==> config.mk <==
export PLATFORM = sky130hd
export DESIGN_NAME = spi_decoder_pin_mux
export DESIGN_NICKNAME = d
export VERILOG_FILES = /design/src/rtl/pin_mux_pkg.sv /design/src/rtl/pad_sync.sv /design/src/rtl/spi_decoder_pin_mux.sv
export SDC_FILE = /design/constraint.sdc
export NUM_CORES = 1
export LEC_CHECK = 0
export ABC_AREA = 1
export BUFFER_PORTS_ARGS = -buffer_cell sky130_fd_sc_hd__buf_4
export CORE_ASPECT_RATIO = 0.7
export CORE_MARGIN = 3
export CORE_UTILIZATION = 49
export DETAILED_ROUTE_END_ITERATION = 16
export PLACE_DENSITY_LB_ADDON = 0.1
export SYNTH_ARGS = -nofsm -noshare
export SYNTH_HDL_FRONTEND = slang
export SYNTH_HIERARCHICAL = 1
export SYNTH_SLANG_ARGS = --single-unit
==> constraint.sdc <==
create_clock -name clk_i -period 2.25 [get_ports clk_i]
set_input_delay 0 -clock clk_i [delete_from_list [all_inputs] [get_ports clk_i]]
set_output_delay 0 -clock clk_i [all_outputs]
set_load 0.005 [all_outputs]
==> src/rtl/pin_mux_pkg.sv <==
// pin indices, config bit positions and reset values for the pin group
//
// Notes on behaviour
// after reset every pin selects its primary peripheral, not the port function
// port E pull-up bits 4 to 7 control the four SPI 0 pin pull-ups
// port C bit 7 controls home 0 pull-up, bit 0 the phase A 1
// SPI 1 clock reaches the phase A 1 pin only with alt select set
// each pin in port mode has its own input or output direction
// SPI 0 clock pad drives in master mode, is the clock input in slave
// master-out pad drives in master mode and is an input in slave mode
// master-in pad drives only in slave mode and only when the slave is selected
// slave select input tells a slave that the current transfer is to be received
// alt select clear keeps decoder input and leaves SPI 1 clock unconnected
package pin_mux_pkg;

    // ------------------------------------------------------------------
    // pin indices within the group
    // ------------------------------------------------------------------
    localparam int NUM_PINS      = 6;
    localparam int PIN_DEC0_HOME = 0;
    localparam int PIN_SPI0_CLK  = 1;
    localparam int PIN_SPI0_MOSI = 2;
    localparam int PIN_SPI0_MISO = 3;
    localparam int PIN_SPI0_SEL  = 4;
    localparam int PIN_PHA1      = 5;

    // ------------------------------------------------------------------
    // pull-up register bit positions
    // ------------------------------------------------------------------
    localparam int PUE_WIDTH       = 8;
    localparam int PUE_E_SPI0_CLK  = 4;
    localparam int PUE_E_SPI0_MOSI = 5;
    localparam int PUE_E_SPI0_MISO = 6;
    localparam int PUE_E_SPI0_SEL  = 7;
    localparam int PUE_C_DEC0_HOME = 7;
    localparam int PUE_C_PHA1      = 0;

    // ------------------------------------------------------------------
    // reset values
    // ------------------------------------------------------------------
    localparam logic [NUM_PINS-1:0]  GPIO_SEL_RST = 6'h00;
    localparam logic [NUM_PINS-1:0]  GPIO_DIR_RST = 6'h00;
    localparam logic [PUE_WIDTH-1:0] PUE_RST      = 8'hff;
    localparam logic                 ALT_RST      = 1'b0;
    localparam logic [NUM_PINS-1:0]  ALL_INPUT    = 6'h3f;
    localparam logic [NUM_PINS-1:0]  ALL_ZERO     = 6'h00;

    // ------------------------------------------------------------------
    // state of the mux
    // ------------------------------------------------------------------
    typedef struct packed {
        logic [NUM_PINS-1:0]  gpio_sel;
        logic [NUM_PINS-1:0]  gpio_dir;
        logic [PUE_WIDTH-1:0] pue_c;
        logic [PUE_WIDTH-1:0] pue_e;
        logic                 alt;
        logic [NUM_PINS-1:0]  pad_out;
        logic [NUM_PINS-1:0]  pad_oe_n;
        logic [NUM_PINS-1:0]  pull_en;
        logic [NUM_PINS-1:0]  gpio_in;
        logic                 dec0_home;
        logic                 spi0_clk_in;
        logic                 spi0_mosi_in;
        logic                 spi0_miso_in;
        logic                 spi0_sel_n;
        logic                 pha1;
        logic                 spi1_clk_in;
    } mux_state_t;

endpackage

==> src/rtl/pad_sync.sv <==
// two-flop synchroniser for a group of pad inputs
`timescale 1ns/1ps
`default_nettype none
module pad_sync #(
    parameter int WIDTH = 6
) (
    input  wire logic             clk_i,
    input  wire logic             rst_n_i,
    input  wire logic [WIDTH-1:0] d_i,
    output logic      [WIDTH-1:0] q_o
);

    typedef struct packed {
        logic [WIDTH-1:0] meta;
        logic [WIDTH-1:0] stable;
    } sync_state_t;

    sync_state_t s_r;
    sync_state_t s_nxt;

    // first stage feeds only the second
    always_comb begin
        s_nxt        = s_r;
        s_nxt.meta   = d_i;
        s_nxt.stable = s_r.meta;
    end

    // registers, preset high: pads idle under their reset pull-ups,
    // so no false slave select or false edge on q_o follows reset
    always_ff @(posedge clk_i or negedge rst_n_i) begin
        if (!rst_n_i) begin
            s_r <= '1;
        end else begin
            s_r <= s_nxt;
        end
    end

    assign q_o = s_r.stable;

endmodule
`default_nettype wire

==> src/rtl/spi_decoder_pin_mux.sv <==
// pin function mux and pad control for the SPI 0 / decoder pin group
`timescale 1ns/1ps
`default_nettype none
module spi_decoder_pin_mux
    import pin_mux_pkg::*;
(
    input  wire logic                 clk_i,
    input  wire logic                 nrst_i,
    // configuration, taken on cfg_load_i
    input  wire logic                 cfg_load_i,
    input  wire logic [NUM_PINS-1:0]  gpio_mode_i,
    input  wire logic [NUM_PINS-1:0]  gpio_dir_i,
    input  wire logic [PUE_WIDTH-1:0] port_c_pullup_enable_i,
    input  wire logic [PUE_WIDTH-1:0] port_e_pullup_enable_i,
    input  wire logic                 phase_a_alt_select_i,
    // port data
    input  wire logic [NUM_PINS-1:0]  gpio_out_i,
    output logic      [NUM_PINS-1:0]  gpio_in_o,
    // SPI 0 core side
    input  wire logic                 spi0_master_i,
    input  wire logic                 spi0_sclk_out_i,
    input  wire logic                 spi0_mosi_out_i,
    input  wire logic                 spi0_miso_out_i,
    output logic                      spi0_serial_clock_o,
    output logic                      spi0_master_out_data_o,
    output logic                      spi0_master_in_data_o,
    output logic                      spi0_slave_select_n_o,
    // SPI 1 clock core side
    input  wire logic                 spi1_master_i,
    input  wire logic                 spi1_sclk_out_i,
    output logic                      spi1_serial_clock_o,
    // decoder side
    output logic                      decoder0_home_in_o,
    output logic                      decoder1_phase_a_in_o,
    // pads
    input  wire logic [NUM_PINS-1:0]  pad_i,
    output logic      [NUM_PINS-1:0]  pad_o,
    output logic      [NUM_PINS-1:0]  pad_oe_n_o,
    output logic      [NUM_PINS-1:0]  pullup_en_o
);

    // ------------------------------------------------------------------
    // reset release
    // ------------------------------------------------------------------
    logic rst_meta_r;
    logic rst_n;

    // asynchronous assert, two-flop release
    always_ff @(posedge clk_i or negedge nrst_i) begin
        if (!nrst_i) begin
            rst_meta_r <= 1'b0;
            rst_n      <= 1'b0;
        end else begin
            rst_meta_r <= 1'b1;
            rst_n      <= rst_meta_r;
        end
    end

    // ------------------------------------------------------------------
    // pad input synchroniser
    // ------------------------------------------------------------------
    logic [NUM_PINS-1:0] pad_sy;

    pad_sync #(
        .WIDTH (NUM_PINS)
    ) u_pad_sync (
        .clk_i   (clk_i),
        .rst_n_i (rst_n),
        .d_i     (pad_i),
        .q_o     (pad_sy)
    );

    // ------------------------------------------------------------------
    // mux state
    // ------------------------------------------------------------------
    mux_state_t s_r;
    mux_state_t s_nxt;
    logic       spi0_selected;

    // slave select is active low, only while the pin is in SPI use
    assign spi0_selected = !s_r.gpio_sel[PIN_SPI0_SEL]
                           && !pad_sy[PIN_SPI0_SEL];

    // next state: config load, pad drive and peripheral routing
    always_comb begin
        s_nxt = s_r;
        // config register, primary functions after reset
        if (cfg_load_i) begin
            s_nxt.gpio_sel = gpio_mode_i;
            s_nxt.gpio_dir = gpio_dir_i;
            s_nxt.pue_c    = port_c_pullup_enable_i;
            s_nxt.pue_e    = port_e_pullup_enable_i;
            s_nxt.alt      = phase_a_alt_select_i;
        end
        // pull-up map, clearing a bit disables the pull-up
        s_nxt.pull_en[PIN_SPI0_CLK]  = s_r.pue_e[PUE_E_SPI0_CLK];
        s_nxt.pull_en[PIN_SPI0_MOSI] = s_r.pue_e[PUE_E_SPI0_MOSI];
        s_nxt.pull_en[PIN_SPI0_MISO] = s_r.pue_e[PUE_E_SPI0_MISO];
        s_nxt.pull_en[PIN_SPI0_SEL]  = s_r.pue_e[PUE_E_SPI0_SEL];
        s_nxt.pull_en[PIN_DEC0_HOME] = s_r.pue_c[PUE_C_DEC0_HOME];
        s_nxt.pull_en[PIN_PHA1]      = s_r.pue_c[PUE_C_PHA1];
        // primary functions: all inputs unless a role drives
        s_nxt.pad_out  = ALL_ZERO;
        s_nxt.pad_oe_n = ALL_INPUT;
        // clock pad follows master or slave role
        if (spi0_master_i) begin
            s_nxt.pad_out[PIN_SPI0_CLK]  = spi0_sclk_out_i;
            s_nxt.pad_oe_n[PIN_SPI0_CLK] = 1'b0;
        end
        // master-out pad drives in master mode only
        if (spi0_master_i) begin
            s_nxt.pad_out[PIN_SPI0_MOSI]  = spi0_mosi_out_i;
            s_nxt.pad_oe_n[PIN_SPI0_MOSI] = 1'b0;
        end
        // master-in pad: selected slave drives, else high impedance
        if (!spi0_master_i && spi0_selected) begin
            s_nxt.pad_out[PIN_SPI0_MISO]  = spi0_miso_out_i;
            s_nxt.pad_oe_n[PIN_SPI0_MISO] = 1'b0;
        end
        // SPI 1 clock onto phase A 1 pin only under alt select
        if (s_r.alt && spi1_master_i) begin
            s_nxt.pad_out[PIN_PHA1]  = spi1_sclk_out_i;
            s_nxt.pad_oe_n[PIN_PHA1] = 1'b0;
        end
        // port mode overrides per pin with its own direction
        for (int i = 0; i < NUM_PINS; i++) begin
            if (s_r.gpio_sel[i]) begin
                s_nxt.pad_out[i]  = s_r.gpio_dir[i] && gpio_out_i[i];
                s_nxt.pad_oe_n[i] = !s_r.gpio_dir[i];
            end
        end
        // port input readback
        s_nxt.gpio_in = pad_sy;
        // peripheral inputs, idle when the pin is elsewhere
        s_nxt.dec0_home    = !s_r.gpio_sel[PIN_DEC0_HOME]
                             && pad_sy[PIN_DEC0_HOME];
        s_nxt.spi0_clk_in  = !s_r.gpio_sel[PIN_SPI0_CLK] && !spi0_master_i
                             && pad_sy[PIN_SPI0_CLK];
        s_nxt.spi0_mosi_in = !s_r.gpio_sel[PIN_SPI0_MOSI] && !spi0_master_i
                             && pad_sy[PIN_SPI0_MOSI];
        s_nxt.spi0_miso_in = !s_r.gpio_sel[PIN_SPI0_MISO] && spi0_master_i
                             && pad_sy[PIN_SPI0_MISO];
        s_nxt.spi0_sel_n   = !spi0_selected;
        // alt select clear keeps the decoder, SPI 1 gets nothing
        s_nxt.pha1         = !s_r.gpio_sel[PIN_PHA1] && !s_r.alt
                             && pad_sy[PIN_PHA1];
        s_nxt.spi1_clk_in  = !s_r.gpio_sel[PIN_PHA1] && s_r.alt
                             && !spi1_master_i && pad_sy[PIN_PHA1];
    end

    // state register with reset defaults
    always_ff @(posedge clk_i or negedge rst_n) begin
        if (!rst_n) begin
            s_r          <= '0;
            s_r.gpio_sel <= GPIO_SEL_RST;
            s_r.gpio_dir <= GPIO_DIR_RST;
            s_r.pue_c    <= PUE_RST;
            s_r.pue_e    <= PUE_RST;
            s_r.alt      <= ALT_RST;
            s_r.pad_oe_n <= ALL_INPUT;
            s_r.pull_en  <= ALL_INPUT;
            s_r.spi0_sel_n <= 1'b1;
        end else begin
            s_r <= s_nxt;
        end
    end

    // ------------------------------------------------------------------
    // outputs, all from flops
    // ------------------------------------------------------------------
    assign pad_o                  = s_r.pad_out;
    assign pad_oe_n_o             = s_r.pad_oe_n;
    assign pullup_en_o            = s_r.pull_en;
    assign gpio_in_o              = s_r.gpio_in;
    assign decoder0_home_in_o     = s_r.dec0_home;
    assign spi0_serial_clock_o    = s_r.spi0_clk_in;
    assign spi0_master_out_data_o = s_r.spi0_mosi_in;
    assign spi0_master_in_data_o  = s_r.spi0_miso_in;
    assign spi0_slave_select_n_o  = s_r.spi0_sel_n;
    assign decoder1_phase_a_in_o  = s_r.pha1;
    assign spi1_serial_clock_o    = s_r.spi1_clk_in;

    // ------------------------------------------------------------------
    // checks
    // ------------------------------------------------------------------
    chk_reset_primary: assert property (
        @(posedge clk_i) $rose(rst_n) |->
            (pad_oe_n_o == ALL_INPUT) && (s_r.gpio_sel == ALL_ZERO)
            ##1 ($past(cfg_load_i) || (s_r.gpio_sel == ALL_ZERO)))
        else $error("pins not in primary input state after reset");

    chk_pue_e_map: assert property (
        @(posedge clk_i) disable iff (!rst_n)
        cfg_load_i |-> ##2
            (pullup_en_o[PIN_SPI0_CLK]
                == $past(port_e_pullup_enable_i[PUE_E_SPI0_CLK], 2))
            && (pullup_en_o[PIN_SPI0_SEL]
                == $past(port_e_pullup_enable_i[PUE_E_SPI0_SEL], 2)))
        else $error("port E pull-up bit not mapped to SPI 0 pad");

    chk_pue_c_map: assert property (
        @(posedge clk_i) disable iff (!rst_n)
        cfg_load_i |-> ##2
            (pullup_en_o[PIN_DEC0_HOME]
                == $past(port_c_pullup_enable_i[PUE_C_DEC0_HOME], 2))
            && (pullup_en_o[PIN_PHA1]
                == $past(port_c_pullup_enable_i[PUE_C_PHA1], 2)))
        else $error("port C pull-up bit not mapped to its pad");

    chk_spi1_clk_route: assert property (
        @(posedge clk_i) disable iff (!rst_n)
        (!s_r.alt && !s_r.gpio_sel[PIN_PHA1]) |=> pad_oe_n_o[PIN_PHA1])
        else $error("phase A 1 pad driven without alt select");

    chk_alt_clear: assert property (
        @(posedge clk_i) disable iff (!rst_n)
        !s_r.alt |=> !spi1_serial_clock_o
            && (decoder1_phase_a_in_o == ($past(pad_sy[PIN_PHA1])
                && !$past(s_r.gpio_sel[PIN_PHA1]))))
        else $error("alt clear did not keep decoder function");

    chk_gpio_dir: assert property (
        @(posedge clk_i) disable iff (!rst_n)
        s_r.gpio_sel[PIN_DEC0_HOME] |=>
            pad_oe_n_o[PIN_DEC0_HOME] == !$past(s_r.gpio_dir[PIN_DEC0_HOME]))
        else $error("port mode direction not applied");

    chk_spi0_clk_dir: assert property (
        @(posedge clk_i) disable iff (!rst_n)
        !s_r.gpio_sel[PIN_SPI0_CLK] |=>
            pad_oe_n_o[PIN_SPI0_CLK] == !$past(spi0_master_i))
        else $error("SPI 0 clock pad direction wrong for role");

    chk_spi0_mosi_dir: assert property (
        @(posedge clk_i) disable iff (!rst_n)
        (!s_r.gpio_sel[PIN_SPI0_MOSI] && spi0_master_i) |=>
            !pad_oe_n_o[PIN_SPI0_MOSI]
            && (pad_o[PIN_SPI0_MOSI] == $past(spi0_mosi_out_i)))
        else $error("master-out pad not driven in master mode");

    chk_spi0_miso_hiz: assert property (
        @(posedge clk_i) disable iff (!rst_n)
        (!s_r.gpio_sel[PIN_SPI0_MISO] && (spi0_master_i || !spi0_selected))
            |=> pad_oe_n_o[PIN_SPI0_MISO])
        else $error("master-in pad driven while master or unselected");

    chk_spi0_sel_pass: assert property (
        @(posedge clk_i) disable iff (!rst_n)
        !s_r.gpio_sel[PIN_SPI0_SEL] |=>
            spi0_slave_select_n_o == $past(pad_sy[PIN_SPI0_SEL]))
        else $error("slave select not passed to SPI 0");

endmodule
`default_nettype wire

# Word level (Yosys, flattened, before mapping)
# Cells that the tools add are included.
# W data, S select, Z words.
# totals
input_bits	50
output_inout_bits	31
elab_cells	77
regBits	74
# classes
mux	19
n_reduce_logical	38
# ops
cell	n
$logic_and A1 B1 Y1	21
$mux W1	19
$logic_not A1 Y1	17

# Depth between registers and ports, before layout
# logic_depth
depth_word	5
mapped_depth	4
ltp_nobuf	4

# Modules after synthesis
# The synthesis kept the hierarchy.
# modules_own_cells
mod	instances	area_each_um2	seq_area_each_um2	cells_each
spi_decoder_pin_mux	1	1986.9	1325.0	184
pad_sync	1	315.3	315.3	12

# Worst setup path before layout
# OpenSTA, ideal clock, no wires.
# synth_timing
path_kind	reg2reg
startpoint	register u_pad_sync.s_r, in the netlist u_pad_sync/q_o[4]
endpoint	register s_r, in the netlist pad_o[3]
period_less_slack_ns	0.783
stages_incl_launch_ff	4
path_buffers	0
arrival_time_ns	0.666
t_required_ns	2.133
setup_slack_ns	1.467
setup_ns	0.117
cell_sequence	dfstp_2 -> nor2_1 -> nand3_1 -> nand2_1
# synth_lines
item	line	rtl
start, declared	pad_sync.sv:18	sync_state_t s_r;
start signal, assigned	pad_sync.sv:34	s_r <= s_nxt;
end signal, assigned	spi_decoder_pin_mux.sv:164	s_r <= s_nxt;
end, declared	spi_decoder_pin_mux.sv:76	mux_state_t s_r;

==> metrics.txt <==
dpl hpwl=2500 um; Worst EP required=2.47 ns; gr ovfl total=0; Synth Warn #=6; syn_area_per_cell=11.7 sq um; Largest stage delay, worst path=0.54 ns; Setup Skew=0.00254 ns; final setup fails=0; Layout fillers=319; Leakage Power=1.64 nW; Slew HR=56.0%; CP Class=flop to flop; RR Endpoint=pad_o[3]$_DFF_PN0_; CTS tree=yes; most common cell after layout, fill and taps aside=buf_4; Slew Limit Fails=0; Tcrit/Tclk final=60.9%; Unique masters post-synth=16; core region area=4430 sq um; H-Tree Depth=3; Levels on crit path=4; Starting DRT DRC Count=59; Initial Util=52.0%; total CTS buffers=9; GRT Total Usage=17.6%; first-pass GRT wire length=7020 um; hold crit path type=input pin to flop; largest family of logic cells by synthesized area=buffers and inverters; Least-Margin Pin Slew=0.660 ns; Critical Path AT=1.59 ns; Cell Chain, Critical Path=nor2_1 -> nand3_1 -> nand2_1 -> dlygate4sd3_1; hold depth=3; multiplexer area fraction after synthesis=0%; Syn Nets=246; Storage cell area=1640 sq um; Clock Pin Slew Worst Setup and Hold Paths=0.06 ns; pwr/cell area=774 nW/um^2; Tmin final=1.37 ns; Initial DRT Pass Iterations=4; status=finished, final reports clean; largest net degree at the start of global routing=39; FF+latch count, synth=64; ant diodes=0; CP Capture Type=flop; # IOs=81; Peak Freq=0.730 GHz; port buffer count=70; worst-path fanout max=3; Die Width=87.9 um; initial antenna violation count=0; Final ANT Viol Nets=0; Max VDD drop=471 uV; compound-gate portion of the synthesized area=5.11%; Largest delay share family, worst path=buffers and inverters; Hold Vio Cnt, Final=0; nets@finish=339; Clock Tree Root=clkbuf_8; Remaining DRCs=0; placement row count=20; die area=5570 sq um; wirelength, routed=4060 um; synthesized area=2300 sq um; R2R Setup Slk=0.88 ns; buffers and inverters on the worst path=1; sequential share of the synthesized area=71.3%; RSZ-0062 raised after global routing=false; DIE HEIGHT=63.4 um; FF-to-FF Start=u_pad_sync/q_o[4]$_DFF_PN1_; routed via count=1,505; slowest cell on the critical path=dlygate4sd3_1; area of the multi-input gates=338 sq um; Max Cap Violations=0; Post-CTS Resized=0; simple-gate portion of the synthesized area=9.40%; crit start category=flop; share of layout cells above drive strength 1=40.5%; most frequent cells in the layout=buf_4, dlygate4sd3_1, nand2_1; hold slack=0.0507 ns; maximum buffer depth of the clock tree=2; final setup TNS=0 ns; worst skew pair latency=0.33 ns; worst reg-to-reg path cell count=4; crit path launch=u_pad_sync/q_o[4]$_DFF_PN1_; number of global-route vias before repair=1,538; Worst setup endpoint=pad_o[3]$_DFF_PN0_; vias per cell=4.31; Sink Count=64; GPL Wtd Cong=0.702; post-synthesis xor/xnor area fraction=0%; Cells after Synth=196; area grow syn2layout=42.5%; DR WL/cell=11.6 um; adder-cell area share of the yosys netlist=0%
-- registers in the layout, indices dropped and copies added (netlist names), 6 cells and up --
signal            flops
pad_o                 6
pad_oe_n_o            6
u_pad_sync/s_nxt      6
gpio_in_o             6
u_pad_sync/q_o        6
s_nxt                 6
pullup_en_o           6
s_r                  13
-- cells by family (layout without fill, tap and decap cells) --
family                 count (synthesis)  count (layout)
other                                  1               1
buffers and inverters                 54             152
AOI/OAI and AO/OA                     22              22
and+or+nand+nor                       55              55
DFF                                   64              64
-- cells in the mapped netlist --
library cell | count | area, sq um
a21oi_1 | 1 | 5.00
nor3_1 | 1 | 5.00
dfstp_2 | 31 | 815
buf_4 | 24 | 180
o21ai_1 | 2 | 10.0
buf_6 | 1 | 11.3
o21ai_0 | 17 | 85.1
inv_1 | 26 | 97.6
buf_2 | 1 | 5.00
buf_8 | 2 | 30.0
dfrtp_1 | 33 | 826
nand3_1 | 7 | 35.0
o21ai_2 | 2 | 17.5
nand2_1 | 37 | 139
conb_1 | 1 | 3.75
nor2_1 | 10 | 37.5
-- what timing repair did --
| item | in CTS | in global routing |
|---|---|---|
| hold endpoints to repair | 38 | 0 |
| buffers inserted | 0 | 0 |
| hold buffers | 39 | 0 |
-- metrics by stage --
| stage | setup slack [ns] | power (W) | area [sq um] | util (%) | cells |
|---|---|---|---|---|---|
| finish | 0.880 | 0.00254 | 3280 | 74.1 | 349 |
| global placement | 1.25 | 0.00154 | 2690 | 60.8 | 294 |
| CTS | 0.880 | 0.00259 | 3280 | 74.1 | 349 |
| floorplan | 0.390 | 0.00145 | 2300 | - | 196 |
| global route | 0.799 | 0.00269 | 3280 | 74.1 | 349 |
| detailed placement | 1.23 | 0.00155 | 2690 | 60.8 | 294 |
-- layout make-up --
cell class	count	area share (%)
clock buffer	13	4.84
sequential	64	50.0
clock inverter	3	1.22
inverter	26	2.97
timing repair buffer	110	28.5
tap	55	2.10
multi-input combinational	78	10.3
-- metal layers --
metal | GRT usage, % | vias up | routed length (um)
li1 | - | 758 | -
met1 | 20.0 | 696 | 1780
met2 | 26.7 | 44 | 1930
met3 | 11.1 | 7 | 303
met4 | 6.32 | 0 | 46
met5 | 0 | - | 0
-- how the worst min path moves through the flow --
stage | start | slack (ns) | to
3_3_place_gp | nrst_i | -0.21 | rst_meta_r$_DFF_PN0_
2_1_floorplan | nrst_i | -0.30 | rst_meta_r$_DFF_PN0_
5_1_grt | cfg_load_i | 0.05 | s_nxt[14]$_DFFE_PN1P_
3_5_place_dp | nrst_i | -0.21 | rst_meta_r$_DFF_PN0_
6_report | cfg_load_i | 0.05 | s_nxt[16]$_DFFE_PN1P_
4_1_cts | cfg_load_i | 0.03 | s_nxt[16]$_DFFE_PN1P_
-- worst min-delay path, stage by stage --
cell and delay, ns:
buf_4 0.22, nand2_1 0.08, o21ai_0 0.07
-- where the power goes --
group / total (W) / switching (W) / internal [W]
Combinational: 0.000267 / 0.000101 / 0.000166
Clock: 0.000958 / 0.000389 / 0.000569
Sequential: 0.00131 / 0.0000470 / 0.00127
Power figures use the tool's default switching activity.
